### src/hw/xlate_req_regs.vh
`ifndef XLATE_REQ_REGS_VH
`define XLATE_REQ_REGS_VH

////////////////////////////////////////////////////////////////////////
// register groups, selected by byte address bits [9:8]
`define GRP_BANKED        2'h0
`define GRP_ALIAS         2'h1

////////////////////////////////////////////////////////////////////////
// word offsets inside a group, byte address bits [7:2]
`define OFS_S1UW_LO       6'h00
`define OFS_S1UW_HI       6'h01
`define OFS_S12PR_LO      6'h02
`define OFS_S12PR_HI      6'h03
`define OFS_S12PW_LO      6'h04
`define OFS_S12PW_HI      6'h05
`define OFS_RESULT_LO     6'h06
`define OFS_RESULT_HI     6'h07
`define OFS_STATUS        6'h08

////////////////////////////////////////////////////////////////////////
// request word fields
`define POS_ADDR_MSB      31
`define POS_ADDR_LSB      12
`define POS_RSVD_MSB      11
`define POS_RSVD_LSB      8
`define POS_CTX_MSB       7
`define POS_CTX_LSB       0

////////////////////////////////////////////////////////////////////////
// status word fields
`define POS_STAT_BUSY     0
`define POS_STAT_DONE     1

////////////////////////////////////////////////////////////////////////
// reset values and bus constants
`define RST_RESULT        64'h0000000000000000
`define RST_READDATA      32'h00000000
`define BE_FULL           4'hf

`endif

### src/hw/global_xlate_request_regs.v
// Added by the designer: register access over Avalon-MM and the placing of the registers.
`timescale 1ns/100ps
`default_nettype none
`include "xlate_req_regs.vh"

module global_xlate_request_regs #(
  parameter XLATE_REGS_PRESENT = 1,
  parameter TWO_SEC_STATES     = 1,
  parameter ARCH_V2            = 1
) (
  // clock and reset
  input  wire        SYS_CLK_I,
  input  wire        RST_N_I,
  // avalon-mm slave
  input  wire [9:0]  AVS_ADDRESS_I,
  input  wire        AVS_READ_I,
  input  wire        AVS_WRITE_I,
  input  wire [31:0] AVS_WRITEDATA_I,
  input  wire [3:0]  AVS_BYTEENABLE_I,
  input  wire        AVS_SECURE_I,
  output reg  [31:0] AVS_READDATA_O,
  output reg         AVS_WAITREQUEST_O,
  // translation engine request
  output reg         XLATE_START_O,
  output reg  [63:0] XLATE_ADDR_O,
  output reg  [7:0]  XLATE_CTX_O,
  output reg         XLATE_STAGE2_O,
  output reg         XLATE_PRIV_O,
  output reg         XLATE_WRITE_O,
  output reg         XLATE_SECURE_O,
  output reg         XLATE_BUSY_O,
  // translation engine answer
  input  wire        XLATE_DONE_I,
  input  wire [63:0] XLATE_RESULT_I
);

  ////////////////////////////////////////////////////////////////////////
  // states

  localparam [1:0] ST_IDLE = 2'b01;
  localparam [1:0] ST_WAIT = 2'b10;

  ////////////////////////////////////////////////////////////////////////
  // declarations

  reg  [1:0]  state_q;
  reg  [1:0]  state_d;
  reg         dest_sec_q;
  // result copies live in the generate block below, one per security state
  reg  [31:0] rdata_d;
  reg  [63:0] result_sel;
  reg         done_sel;

  wire [2:0]  req_lo;
  wire        req_hi;
  wire        res_lo;
  wire        res_hi;
  wire        status;
  wire        use_secure;
  wire        alias_hit;
  wire        busy;
  wire        is_req_write;
  wire        stall;
  wire        accept;
  wire        take_write;
  wire        req_go;
  wire        dest_sec;
  wire [63:0] req_value;
  wire [63:0] addr_mask;
  // sequencing and result copies
  wire        start_now;
  wire        done_take;
  wire [63:0] result_all [0:1];
  wire [1:0]  done_all;

  genvar      g;

  ////////////////////////////////////////////////////////////////////////
  // decode helpers

  // access kind of a request register as {stage2, priv, write}; the
  // select is one-hot, anything else gives the harmless all-zero kind,
  // which never reaches the engine because no start goes with it
  function [2:0] kind_of;
    input [2:0] sel;
    case (sel)
      3'b001:  kind_of = 3'b001;
      3'b010:  kind_of = 3'b110;
      3'b100:  kind_of = 3'b111;
      default: kind_of = 3'b000;
    endcase
  endfunction

  // the older layout has no upper result word, so that half reads zero
  function [63:0] fit_result;
    input [63:0] raw;
    fit_result = (ARCH_V2 != 0) ? raw : {32'h00000000, raw[31:0]};
  endfunction

  ////////////////////////////////////////////////////////////////////////
  // address decode

  xlate_req_decode #(
    .TWO_SEC_STATES (TWO_SEC_STATES),
    .ARCH_V2        (ARCH_V2)
  ) u_decode (
    .addr_i       (AVS_ADDRESS_I),
    .secure_i     (AVS_SECURE_I),
    .req_lo_o     (req_lo),
    .req_hi_o     (req_hi),
    .res_lo_o     (res_lo),
    .res_hi_o     (res_hi),
    .status_o     (status),
    .use_secure_o (use_secure),
    .alias_o      (alias_hit)
  );

  ////////////////////////////////////////////////////////////////////////
  // bus handshake

  assign busy         = (state_q != ST_IDLE);
  assign is_req_write = AVS_WRITE_I && (req_lo != 3'h0);
  // a new request waits while one is in flight, so the result of the
  // first one is stored before a later request can start
  // limitation: a stalled write holds the bus, so status cannot be polled behind it
  assign stall        = is_req_write && busy;
  assign accept       = AVS_WAITREQUEST_O && (AVS_READ_I || AVS_WRITE_I) && !stall;
  // a write takes effect only at the edge the master sees waitrequest low
  assign take_write   = !AVS_WAITREQUEST_O && AVS_WRITE_I;

  // partial-lane writes are not atomic 32-bit writes and are dropped
  // upper-word writes never start anything and change no state
  assign req_go = take_write && (req_lo != 3'h0) && !req_hi &&
                  (AVS_BYTEENABLE_I == `BE_FULL) &&
                  (XLATE_REGS_PRESENT != 0);
  // reserved bits need no gate here: the address mask drops them below

  // one translation in flight: start only from idle, take a done only
  // while waiting and never in the start cycle itself
  assign start_now = (state_q == ST_IDLE) && req_go;
  assign done_take = (state_q == ST_WAIT) && XLATE_DONE_I && !XLATE_START_O;

  // secure copy only for a banked secure access; alias lands on non-secure
  assign dest_sec = use_secure && !alias_hit;

  ////////////////////////////////////////////////////////////////////////
  // request value: low word zero-extended, reserved bits cleared

  assign req_value = {32'h00000000, AVS_WRITEDATA_I};

  // only the address field survives into the input address
  assign addr_mask = {{32{1'b0}},
                      {(`POS_ADDR_MSB - `POS_ADDR_LSB + 1){1'b1}},
                      {`POS_ADDR_LSB{1'b0}}};

  always @(posedge SYS_CLK_I) begin
    if (!RST_N_I) begin
      AVS_WAITREQUEST_O <= 1'b1;
      AVS_READDATA_O    <= `RST_READDATA;
    end else begin
      if (!AVS_WAITREQUEST_O) begin
        AVS_WAITREQUEST_O <= 1'b1;
      end else if (accept) begin
        // waitrequest drops for one cycle; read data is latched here so it
        // stands at the edge the master takes it, and holds until the next read
        AVS_WAITREQUEST_O <= 1'b0;
        if (AVS_READ_I) begin
          AVS_READDATA_O <= rdata_d;
        end
      end
    end
  end

  ////////////////////////////////////////////////////////////////////////
  // read mux

  always @* begin
    // alias accesses leave dest_sec low, so they see the non-secure copy
    result_sel = dest_sec ? result_all[1] : result_all[0];
    done_sel   = dest_sec ? done_all[1] : done_all[0];
    rdata_d    = `RST_READDATA;
    if (AVS_READ_I) begin
      if (res_lo) begin
        rdata_d = result_sel[31:0];
      end else if (res_hi) begin
        rdata_d = result_sel[63:32];
      end else if (status) begin
        rdata_d[`POS_STAT_BUSY] = busy;
        rdata_d[`POS_STAT_DONE] = done_sel;
      end
      // request registers and unmapped words read as zero
    end
  end

  ////////////////////////////////////////////////////////////////////////
  // translation sequencing

  // idle until a request is taken, then wait for the engine's single answer
  always @* begin
    state_d = state_q;
    case (state_q)
      ST_IDLE: begin
        if (req_go) begin
          state_d = ST_WAIT;
        end
      end
      ST_WAIT: begin
        if (done_take) begin
          state_d = ST_IDLE;
        end
      end
      default: begin
        state_d = ST_IDLE;
      end
    endcase
  end

  ////////////////////////////////////////////////////////////////////////
  // engine request registers

  always @(posedge SYS_CLK_I) begin
    if (!RST_N_I) begin
      state_q        <= ST_IDLE;
      dest_sec_q     <= 1'b0;
      XLATE_START_O  <= 1'b0;
      XLATE_ADDR_O   <= 64'h0000000000000000;
      XLATE_CTX_O    <= 8'h00;
      XLATE_STAGE2_O <= 1'b0;
      XLATE_PRIV_O   <= 1'b0;
      XLATE_WRITE_O  <= 1'b0;
      XLATE_SECURE_O <= 1'b0;
      XLATE_BUSY_O   <= 1'b0;
    end else begin
      state_q       <= state_d;
      // busy follows the next state: it rises with the start pulse and falls as the done is taken
      XLATE_BUSY_O  <= (state_d != ST_IDLE);
      XLATE_START_O <= 1'b0;
      if (start_now) begin
        XLATE_START_O  <= 1'b1;
        dest_sec_q     <= dest_sec;
        XLATE_SECURE_O <= dest_sec;
        XLATE_ADDR_O   <= req_value & addr_mask;
        XLATE_CTX_O    <= AVS_WRITEDATA_I[`POS_CTX_MSB:`POS_CTX_LSB];
        // kind is latched with the address so the engine sees one request
        {XLATE_STAGE2_O, XLATE_PRIV_O, XLATE_WRITE_O} <= kind_of(req_lo);
      end
    end
  end

  ////////////////////////////////////////////////////////////////////////
  // result registers: copy 0 non-secure, copy 1 secure

  generate
    for (g = 0; g < 2; g = g + 1) begin : copy
      reg  [63:0] result_q;
      reg         done_q;
      wire        start_hit;
      wire        done_hit;

      // a start aims at the copy of the access; the answer follows the
      // copy latched at start, since the bus may have moved on by then
      assign start_hit = start_now && (dest_sec == (g != 0));
      assign done_hit  = done_take && (dest_sec_q == (g != 0));

      always @(posedge SYS_CLK_I) begin
        if (!RST_N_I) begin
          result_q <= `RST_RESULT;
          done_q   <= 1'b0;
        end else begin
          // a new request clears the done flag of the copy it targets
          if (start_hit) begin
            done_q <= 1'b0;
          end
          if (done_hit) begin
            result_q <= fit_result(XLATE_RESULT_I);
            done_q   <= 1'b1;
          end
        end
      end

      assign result_all[g] = result_q;
      assign done_all[g]   = done_q;
    end
  endgenerate

endmodule
`default_nettype wire

### src/hw/xlate_req_decode.v
`timescale 1ns/100ps
`default_nettype none
`include "xlate_req_regs.vh"

module xlate_req_decode #(
  parameter TWO_SEC_STATES = 1,
  parameter ARCH_V2        = 1
) (
  // access
  input  wire [9:0] addr_i,
  input  wire       secure_i,
  // decoded targets
  output wire [2:0] req_lo_o,
  output wire       req_hi_o,
  output wire       res_lo_o,
  output wire       res_hi_o,
  output wire       status_o,
  output wire       use_secure_o,
  output wire       alias_o
);

  wire       banked;
  wire       alias_ok;
  wire       grp_ok;
  wire [5:0] word;

  assign banked   = (addr_i[9:8] == `GRP_BANKED);
  // the alias group exists only with two security states, and only secure software may use it
  assign alias_ok = (addr_i[9:8] == `GRP_ALIAS) && secure_i && (TWO_SEC_STATES != 0);
  assign grp_ok   = banked || alias_ok;
  assign word     = addr_i[7:2];

  // banked offsets hit the copy matching the access security state
  assign use_secure_o = banked && secure_i && (TWO_SEC_STATES != 0);
  assign alias_o      = alias_ok;

  assign req_lo_o[0] = grp_ok && (word == `OFS_S1UW_LO);
  assign req_lo_o[1] = grp_ok && (word == `OFS_S12PR_LO);
  assign req_lo_o[2] = grp_ok && (word == `OFS_S12PW_LO);
  // upper words exist only in the 64-bit layout
  assign req_hi_o    = grp_ok && (ARCH_V2 != 0) &&
                       ((word == `OFS_S1UW_HI) || (word == `OFS_S12PR_HI) || (word == `OFS_S12PW_HI));
  assign res_lo_o    = grp_ok && (word == `OFS_RESULT_LO);
  assign res_hi_o    = grp_ok && (ARCH_V2 != 0) && (word == `OFS_RESULT_HI);
  assign status_o    = grp_ok && (word == `OFS_STATUS);

endmodule
`default_nettype wire

### config.mk
export PLATFORM = sky130hd
export DESIGN_NAME = global_xlate_request_regs
export DESIGN_NICKNAME = d
export VERILOG_FILES = /design/src/hw/global_xlate_request_regs.v /design/src/hw/xlate_req_decode.v
export VERILOG_INCLUDE_DIRS = /design/src /design/src/hw
export SDC_FILE = /design/constraint.sdc
export NUM_CORES = 1
export LEC_CHECK = 0
export BUFFER_PORTS_ARGS = -buffer_cell sky130_fd_sc_hd__buf_2
export CORE_ASPECT_RATIO = 1.2
export CORE_MARGIN = 2
export CORE_UTILIZATION = 50
export CTS_CLUSTER_SIZE = 10
export DETAILED_ROUTE_END_ITERATION = 16
export PLACE_DENSITY = 0.75
export SLEW_MARGIN = 20
export SYNTH_ARGS = -nofsm -noshare
export SYNTH_HDL_FRONTEND = slang
export SYNTH_SLANG_ARGS = --single-unit
export TNS_END_PERCENT = 5
### constraint.sdc
create_clock -name SYS_CLK_I -period 3.49 [get_ports SYS_CLK_I]
set_input_delay 0.698 -clock SYS_CLK_I [delete_from_list [all_inputs] [get_ports SYS_CLK_I]]
set_output_delay 0.698 -clock SYS_CLK_I [all_outputs]
set_load 0.02 [all_outputs]
After elaboration in Yosys (flattened, before gate mapping)
Cells that the tools add are included.
W data, S select, Z words.
{ "op_classes": {"n_reduce_logical": 41, "n_eq_ne": 17, "bitwise_logic": 2, "mux": 16} }
{ "ops": {"columns": ["cell", "n"], "rows": [
  ["$mux W64", 1],
  ["$mux W32", 1],
  ["$mux W30", 1],
  ["$logic_and A1 B1 Y1", 25],
  ["$eq A6 B3 Y1 const B", 4],
  ["$eq A6 B2 Y1 const B", 2],
  ["$pmux W3 S3", 1],
  ["$mux W2", 4],
  ["$mux W1", 7],
  ["$eq A6 B1 Y1 const B", 1],
  ["$eq A6 B4 Y1 const B", 1],
  ["$logic_not A6 Y1", 1],
  ["$logic_not A1 Y1", 5],
  ["$eq A2 B1 Y1 const B", 2],
  ["$eq A4 B4 Y1 const B", 1],
  ["$logic_or A1 B1 Y1", 4],
  ["$ne A2 B1 Y1 const B", 2],
  ["$pmux W2 S2", 1],
  ["$reduce_bool A2 Y1", 2],
  ["$eq A3 B1 Y1 const B", 1],
  ["$eq A3 B2 Y1 const B", 1],
  ["$eq A3 B3 Y1 const B", 1],
  ["$reduce_and A3 Y1", 1],
  ["$reduce_bool A3 Y1", 1],
  ["4 further kinds", 5]
]} }
{ "totals": {"output_inout_bits": 111, "wordCells": 91, "in_bits": 116, "register_bits": 199} }

Logic depth before layout (Yosys ltp)
{ "logic_depth": {"ltp_word": 12, "ltp_mapped": 8, "mapped_depth_nobuf": 6} }

Hierarchy
Synthesis repeated with hierarchy kept, for this count alone.
{ "unflattened": {"cells_unflattened": 1025, "area_unflattened_um2": 8734.6} }
{ "by_module_without_submodules": {"columns": ["mod", "cells_each", "seq_area_each_um2", "n_inst", "area_per_inst_um2"], "rows": [
  ["global_xlate_request_regs", 1004, 3963.8, 1, 8590.7],
  ["xlate_req_decode", 21, 0.0, 1, 143.9]
]} }

Worst setup path after synthesis
OpenSTA, ideal clock, no wires.
{ "synth_path": {"kind": "input -> register", "from": "input AVS_ADDRESS_I[3]", "to": "register copy[1].done_q", "path_slack_ns": 1.439, "path_buffers": 2, "arrival_ns": 1.919, "t_required_ns": 3.357, "path_stages": 7, "setup_ns": 0.133, "cell_sequence": "buf_6 a21bo_1 nor3_1 nand4_2 buf_2 o41ai_1 a21oi_1"} }
{ "synth_via": {"elab_chain_cells": 10, "word_cells_on_any_way": 20, "cone_classes": "5 x eq/ne; 15 x reduce/logical"} }
{ "synth_rtl": {"columns": ["item", "line", "text"], "rows": [
  ["start: declaration", "global_xlate_request_regs.v:15", "input wire [9:0] AVS_ADDRESS_I,"],
  ["$eq A6 B1 Y1 (no source line) or $eq A6 B2 Y1 (tied branches)", null, null],
  ["$logic_or A1 B1 Y1 (2 in series)", "xlate_req_decode.v:42", "((word == `OFS_S1UW_HI) || (word == `OFS_S12PR_HI) || (word == `OFS_S12PW_HI));"],
  ["$logic_and A1 B1 Y1", "xlate_req_decode.v:41", "assign req_hi_o = grp_ok && (ARCH_V2 != 0) &&"],
  ["$logic_not A1 Y1", "global_xlate_request_regs.v:133", "assign req_go = take_write && (req_lo != 3'h0) && !req_hi &&"],
  ["$logic_and A1 B1 Y1 * (2 in series)", "global_xlate_request_regs.v:133", null],
  ["$logic_and A1 B1 Y1 *", "global_xlate_request_regs.v:140", "assign start_now = (state_q == ST_IDLE) && req_go;"],
  ["$logic_and A1 B1 Y1 *", "global_xlate_request_regs.v:262", "assign start_hit = start_now && (dest_sec == (g != 0));"],
  ["$reduce_bool A2 Y1 (no source line) *", null, null],
  ["end signal: assignment", "global_xlate_request_regs.v:268", "done_q <= 1'b0;"],
  ["end signal: assignment", "global_xlate_request_regs.v:272", "done_q <= 1'b0;"],
  ["end signal: assignment", "global_xlate_request_regs.v:276", "done_q <= 1'b1;"],
  ["end: declaration", "global_xlate_request_regs.v:256", "reg done_q;"]
]} }
Every way passes the cells marked *; elsewhere a longest branch is shown, timed or not.
A chain may end at the register's enable or synchronous reset.

Worst setup path in the final report
{ "layout_path": {"from": "register state_q[0]", "to": "register copy[0].result_q[34]"} }
{ "layout_via": {"elab_chain_cells": 4} }
{ "layout_rtl": {"columns": ["item", "line", "text"], "rows": [
  ["start: declaration", "global_xlate_request_regs.v:46", "reg [1:0] state_q;"],
  ["start signal: assignment", "global_xlate_request_regs.v:234", "state_q <= state_d;"],
  ["$eq A2 B2 Y1", "global_xlate_request_regs.v:141", "assign done_take = (state_q == ST_WAIT) && XLATE_DONE_I && !XLATE_START_O;"],
  ["$logic_and A1 B1 Y1 (2 in series)", "global_xlate_request_regs.v:141", null],
  ["$logic_and A1 B1 Y1", "global_xlate_request_regs.v:263", "assign done_hit = done_take && (dest_sec_q == (g != 0));"],
  ["end signal: assignment", "global_xlate_request_regs.v:267", "result_q <= `RST_RESULT;"],
  ["end signal: assignment", "global_xlate_request_regs.v:275", "result_q <= fit_result(XLATE_RESULT_I);"],
  ["end: declaration", "global_xlate_request_regs.v:255", "reg [63:0] result_q;"]
]} }
No other way between the ends.

==> summary.md <==
| Metric | Value |
|---|---|
| Outcome | `finished, final reports clean` |
| Synth-to-Final Area Change | `16.64%` |
| Async S/R FF share, synth | `0%` |
| XOR/XNOR Fraction of Synth Area | `0.1073%` |
| CP endpoint kind | `register` |
| Commonest cells in the netlist | `sky130_fd_sc_hd__nand2_1, sky130_fd_sc_hd__dfxtp_1, sky130_fd_sc_hd__a21oi_1` |
| Setup repair after global routing missed its margin | `no` |
| Slowest library cell on the worst path | `sky130_fd_sc_hd__or2_2` |
| Post-route DRC violation count | `0` |
| Placed standard-cell area | `8951 µm²` |
| Most used cell, CP | `sky130_fd_sc_hd__nand2_1` |
| Multiplexer area fraction after synthesis | `8.005%` |
| Final setup violation count | `0` |
| Leading register cell type out of synthesis | `sky130_fd_sc_hd__dfxtp_1` |
| Fraction of the cycle the final worst path needs | `66.40%` |
| Number of slew-limit violations in the final report | `0` |
| Global-route congestion overflow total | `0` |
| CTS Buf Count | `17` |
| Number of different library cells in the post-synthesis netlist | `41` |
| Most frequent cell after synthesis | `sky130_fd_sc_hd__nand2_1` |
| CTS Sinks | `198` |
| Total die area | `17360 µm²` |
| Kind of path behind the tightest hold check | `register to register` |
| Area fraction in compound gates after synthesis | `17.14%` |
| Adder and majority gate portion of the synthesized area | `0.3067%` |
| Combined buffer and inverter count along the critical path | `2` |
| Number of buffers inserted by hold repair at cts | `0` |
| Critical path class | `register to register` |
| Cell depth of the worst min-delay path | `2` |
| Vias per Instance | `5.235` |
| Number of gates resized after cts | `0` |
| Clock tree from TritonCTS | `done` |
| DR iter-0 viols | `500` |
| Fraction of final layout cells with drive strength greater than 1 | `20.84%` |
| All-Layer GR Usage | `between 20% and 30%` |
| Number of endpoints with negative hold slack in the final report | `0` |
| Worst rel slew slack | `42.51%` |
| Arrival time of the worst setup path | `between 2 and 3 ns` |
| Core ar. | `16080 µm²` |
| Cell-by-cell trace of the critical path | `inv_1 > ha_1 > nand2_1 > or2_2 > buf_4 > nand2_1 > a21oi_1` |
| Top cell type by total area after synthesis | `sky130_fd_sc_hd__dfxtp_1` |
| Sequential share of the synthesized area | `48.58%` |
| Top post-synthesis cells by area | `sky130_fd_sc_hd__dfxtp_1, sky130_fd_sc_hd__nand2_1, sky130_fd_sc_hd__a21oi_1` |
| Sequential Area | `3964 µm²` |
| Worst Path Max Fanout | `40` |
| Stage delay of the slowest cell on the critical path | `0.70 ns` |
| Antenna violations before repair | `4` |
| Later-pin clock latency in the skew report | `0.43 ns` |
| Number of cells on the worst reg-to-reg path | `7` |
| Number of levels the H-tree was split into | `4` |
| Rows | `51` |
| Drt wl/cell | `~15 µm` |
| Min-delay src | `XLATE_ADDR_O[30]$_SDFFE_PN0P_` |
| Slew of the pin with the lowest slew margin | `between 0.8 and 0.9 ns` |
| Number of enable flip-flop cells after synthesis | `0` |
| Kind of launch point of the worst setup path | `register` |
| Internal reg-to-reg setup slack | `~1.2 ns` |
| Total negative setup slack | `0 ns` |
| Count of mapped cells out of synthesis | `around 970` |
| Achievable clock frequency | `~430 MHz` |
| Required time of the critical path | `roughly 3.8 ns` |
| Minimum clock period | `2.317 ns` |
| IO Port Bufs | `176` |
| Number of fill cells in the layout | `1519` |
| Vias after detailed routing | `6973` |
| Maximum vdd ir drop | `292.5 µV` |
| PD cells | `458.8 nW/µm²` |
| Average cell area after synthesis | `between 8 and 9 µm²` |
| Simple-gate share of the synthesized area | `17.30%` |
| Area occupied by multi-input gates | `3681 µm²` |
| Worst hold-check slack | `0.4520 ns` |
| Main combinational cell family by area after synthesis | `simple AND/OR/NAND/NOR gates` |
| Static leakage power | `approximately 0.0036 µW` |
| Library cell used as clock root buffer | `sky130_fd_sc_hd__clkbuf_16` |
| Gpl congestion | `0.7279` |
| Netlist area before placement | `about 8200 µm²` |
| Post-layout instance area | `9517 µm²` |
| Die Span Y | `about 140 µm` |
| Die span in x | `between 100 and 150 µm` |
| Clock skew | `0.007701 ns` |
| Pin count of the biggest net entering global routing | `133` |
| Maximum clock insertion buffer count | `2` |
| Number of global-route vias before repair | `around 6200` |
| Hold EP | `XLATE_ADDR_O[30]$_SDFFE_PN0P_` |
| Number of buffers inserted to repair setup after CTS | `0` |
| End of the worst register-to-register path | `copy[0].result_q[34]$_SDFFE_PN0P_` |
| Post-detail-place hpwl | `12.29 mm` |
| Yosys synthesis warning count | `0` |
| Top-area cell type share of the netlist area | `about half` |
| Clock-pin slew on the worst setup and hold paths | `around 0.070 ns` |
| Detailed-routing iteration count for the pre-antenna-repair pass | `5` |
| Initial Utilization | `50.74%` |
| # nets final | `about 1200` |
| Count of nets left with antenna violations after detail routing | `0` |
| Global-route wire length before repair | `30.93 mm` |
| Beginning of the worst register-to-register path | `state_q[0]$_SDFF_PN1_` |
| Aggregate routed wire length | `~20 mm` |
| Synthesized flop and latch total | `198` |
| Top Ports | `227` |
| CP top delay family | `simple AND/OR/NAND/NOR gates` |
| Max-cap check violation count | `0` |
tightest hold or removal path, delay by kind of cell, from the launching register on:
kind | cells | cell delay [ns]
flip-flops | 1 | 0.31
AND/OR/NAND/NOR | 1 | 0.06
AO/OA/AOI/OAI | 1 | 0.05
stage by stage:
step | utilization (%) | power [µW] | cells | worst slack [ns]
floorplan | - | 2491 | 1016 | 1.439
global placement | 55.66 | 2556 | 1298 | 0.8903
detailed placement | 55.66 | 2555 | 1298 | 0.8708
CTS | 59.15 | 4402 | 1330 | 1.161
global route | 59.18 | 4523 | 1332 | 0.9632
finish | 59.18 | 4366 | 1332 | 1.173
area by class of cell:
| type | instances | share of cell area (%) |
|---|---|---|
| inverter | 4 | 0.1841 |
| antenna | 2 | 0.05259 |
| sequential | 198 | 41.65 |
| timing repair buffer | 190 | 10.75 |
| multi-input combinational | 694 | 38.68 |
| tap | 212 | 2.787 |
| clock inverter | 11 | 1.052 |
| clock buffer | 21 | 4.838 |
worst max-delay path by stage:
stage,end,cells past startpoint,from
global placement,copy[0].result_q[8]$_SDFFE_PN0P_,7,XLATE_DONE_I
CTS,copy[0].result_q[34]$_SDFFE_PN0P_,7,state_q[0]$_SDFF_PN1_
detailed placement,copy[0].result_q[6]$_SDFFE_PN0P_,7,XLATE_DONE_I
finish,copy[0].result_q[34]$_SDFFE_PN0P_,7,state_q[0]$_SDFF_PN1_
floorplan,copy[1].done_q$_SDFFE_PN0P_,7,AVS_ADDRESS_I[3]
global route,copy[0].result_q[6]$_SDFFE_PN0P_,7,state_q[0]$_SDFF_PN1_
kinds of logic after synthesis:
group / after synthesis
AND/OR/NAND/NOR: 345
AO/OA/AOI/OAI: 238
flip-flops: 198
buffers and inverters: 124
multiplexers: 64
adder cells (fa/ha/maj): 2
other: 1
XOR/XNOR: 1
registers in the layout, indices dropped and copies added (netlist names):
register / flops
XLATE_WRITE_O: 1
AVS_READDATA_O: 32
XLATE_BUSY_O: 1
XLATE_CTX_O: 8
XLATE_START_O: 1
copy.result_q: 128
XLATE_ADDR_O: 20
AVS_WAITREQUEST_O: 1
copy.done_q: 2
XLATE_STAGE2_O: 1
state_q: 2
dest_sec_q: 1
cell usage in the layout, fill, tap and decap left out, drive strengths merged, types with 31 or more instances in the layout:
master / n
mux2i: 63
conb: 44
o22ai: 31
buf: 190
nand3: 33
dfxtp: 198
a21oi: 134
a22o: 31
o21ai: 34
nand2: 291
where the power goes:
group | internal, µW | leakage, µW | total [µW] | switching, µW
registers | 2260 | 0.00159 | 2260 | 2.01
clock network | 1020 | 0.000273 | 1860 | 839
logic | 76.3 | 0.00174 | 243 | 166
total | 3360 | 0.00361 | 4370 | 1010
routing by layer:
layer  track usage, %  part of all wire [%]  up-vias
met1            27.97                    42     3216
met2            37.59                    48      246
met3            5.913                   7.2       32
met5                0                  0.12        -
li1                 -                     -     3475
met4            8.935                   2.2        4
No activity file was read; power rests on OpenSTA's default activity.
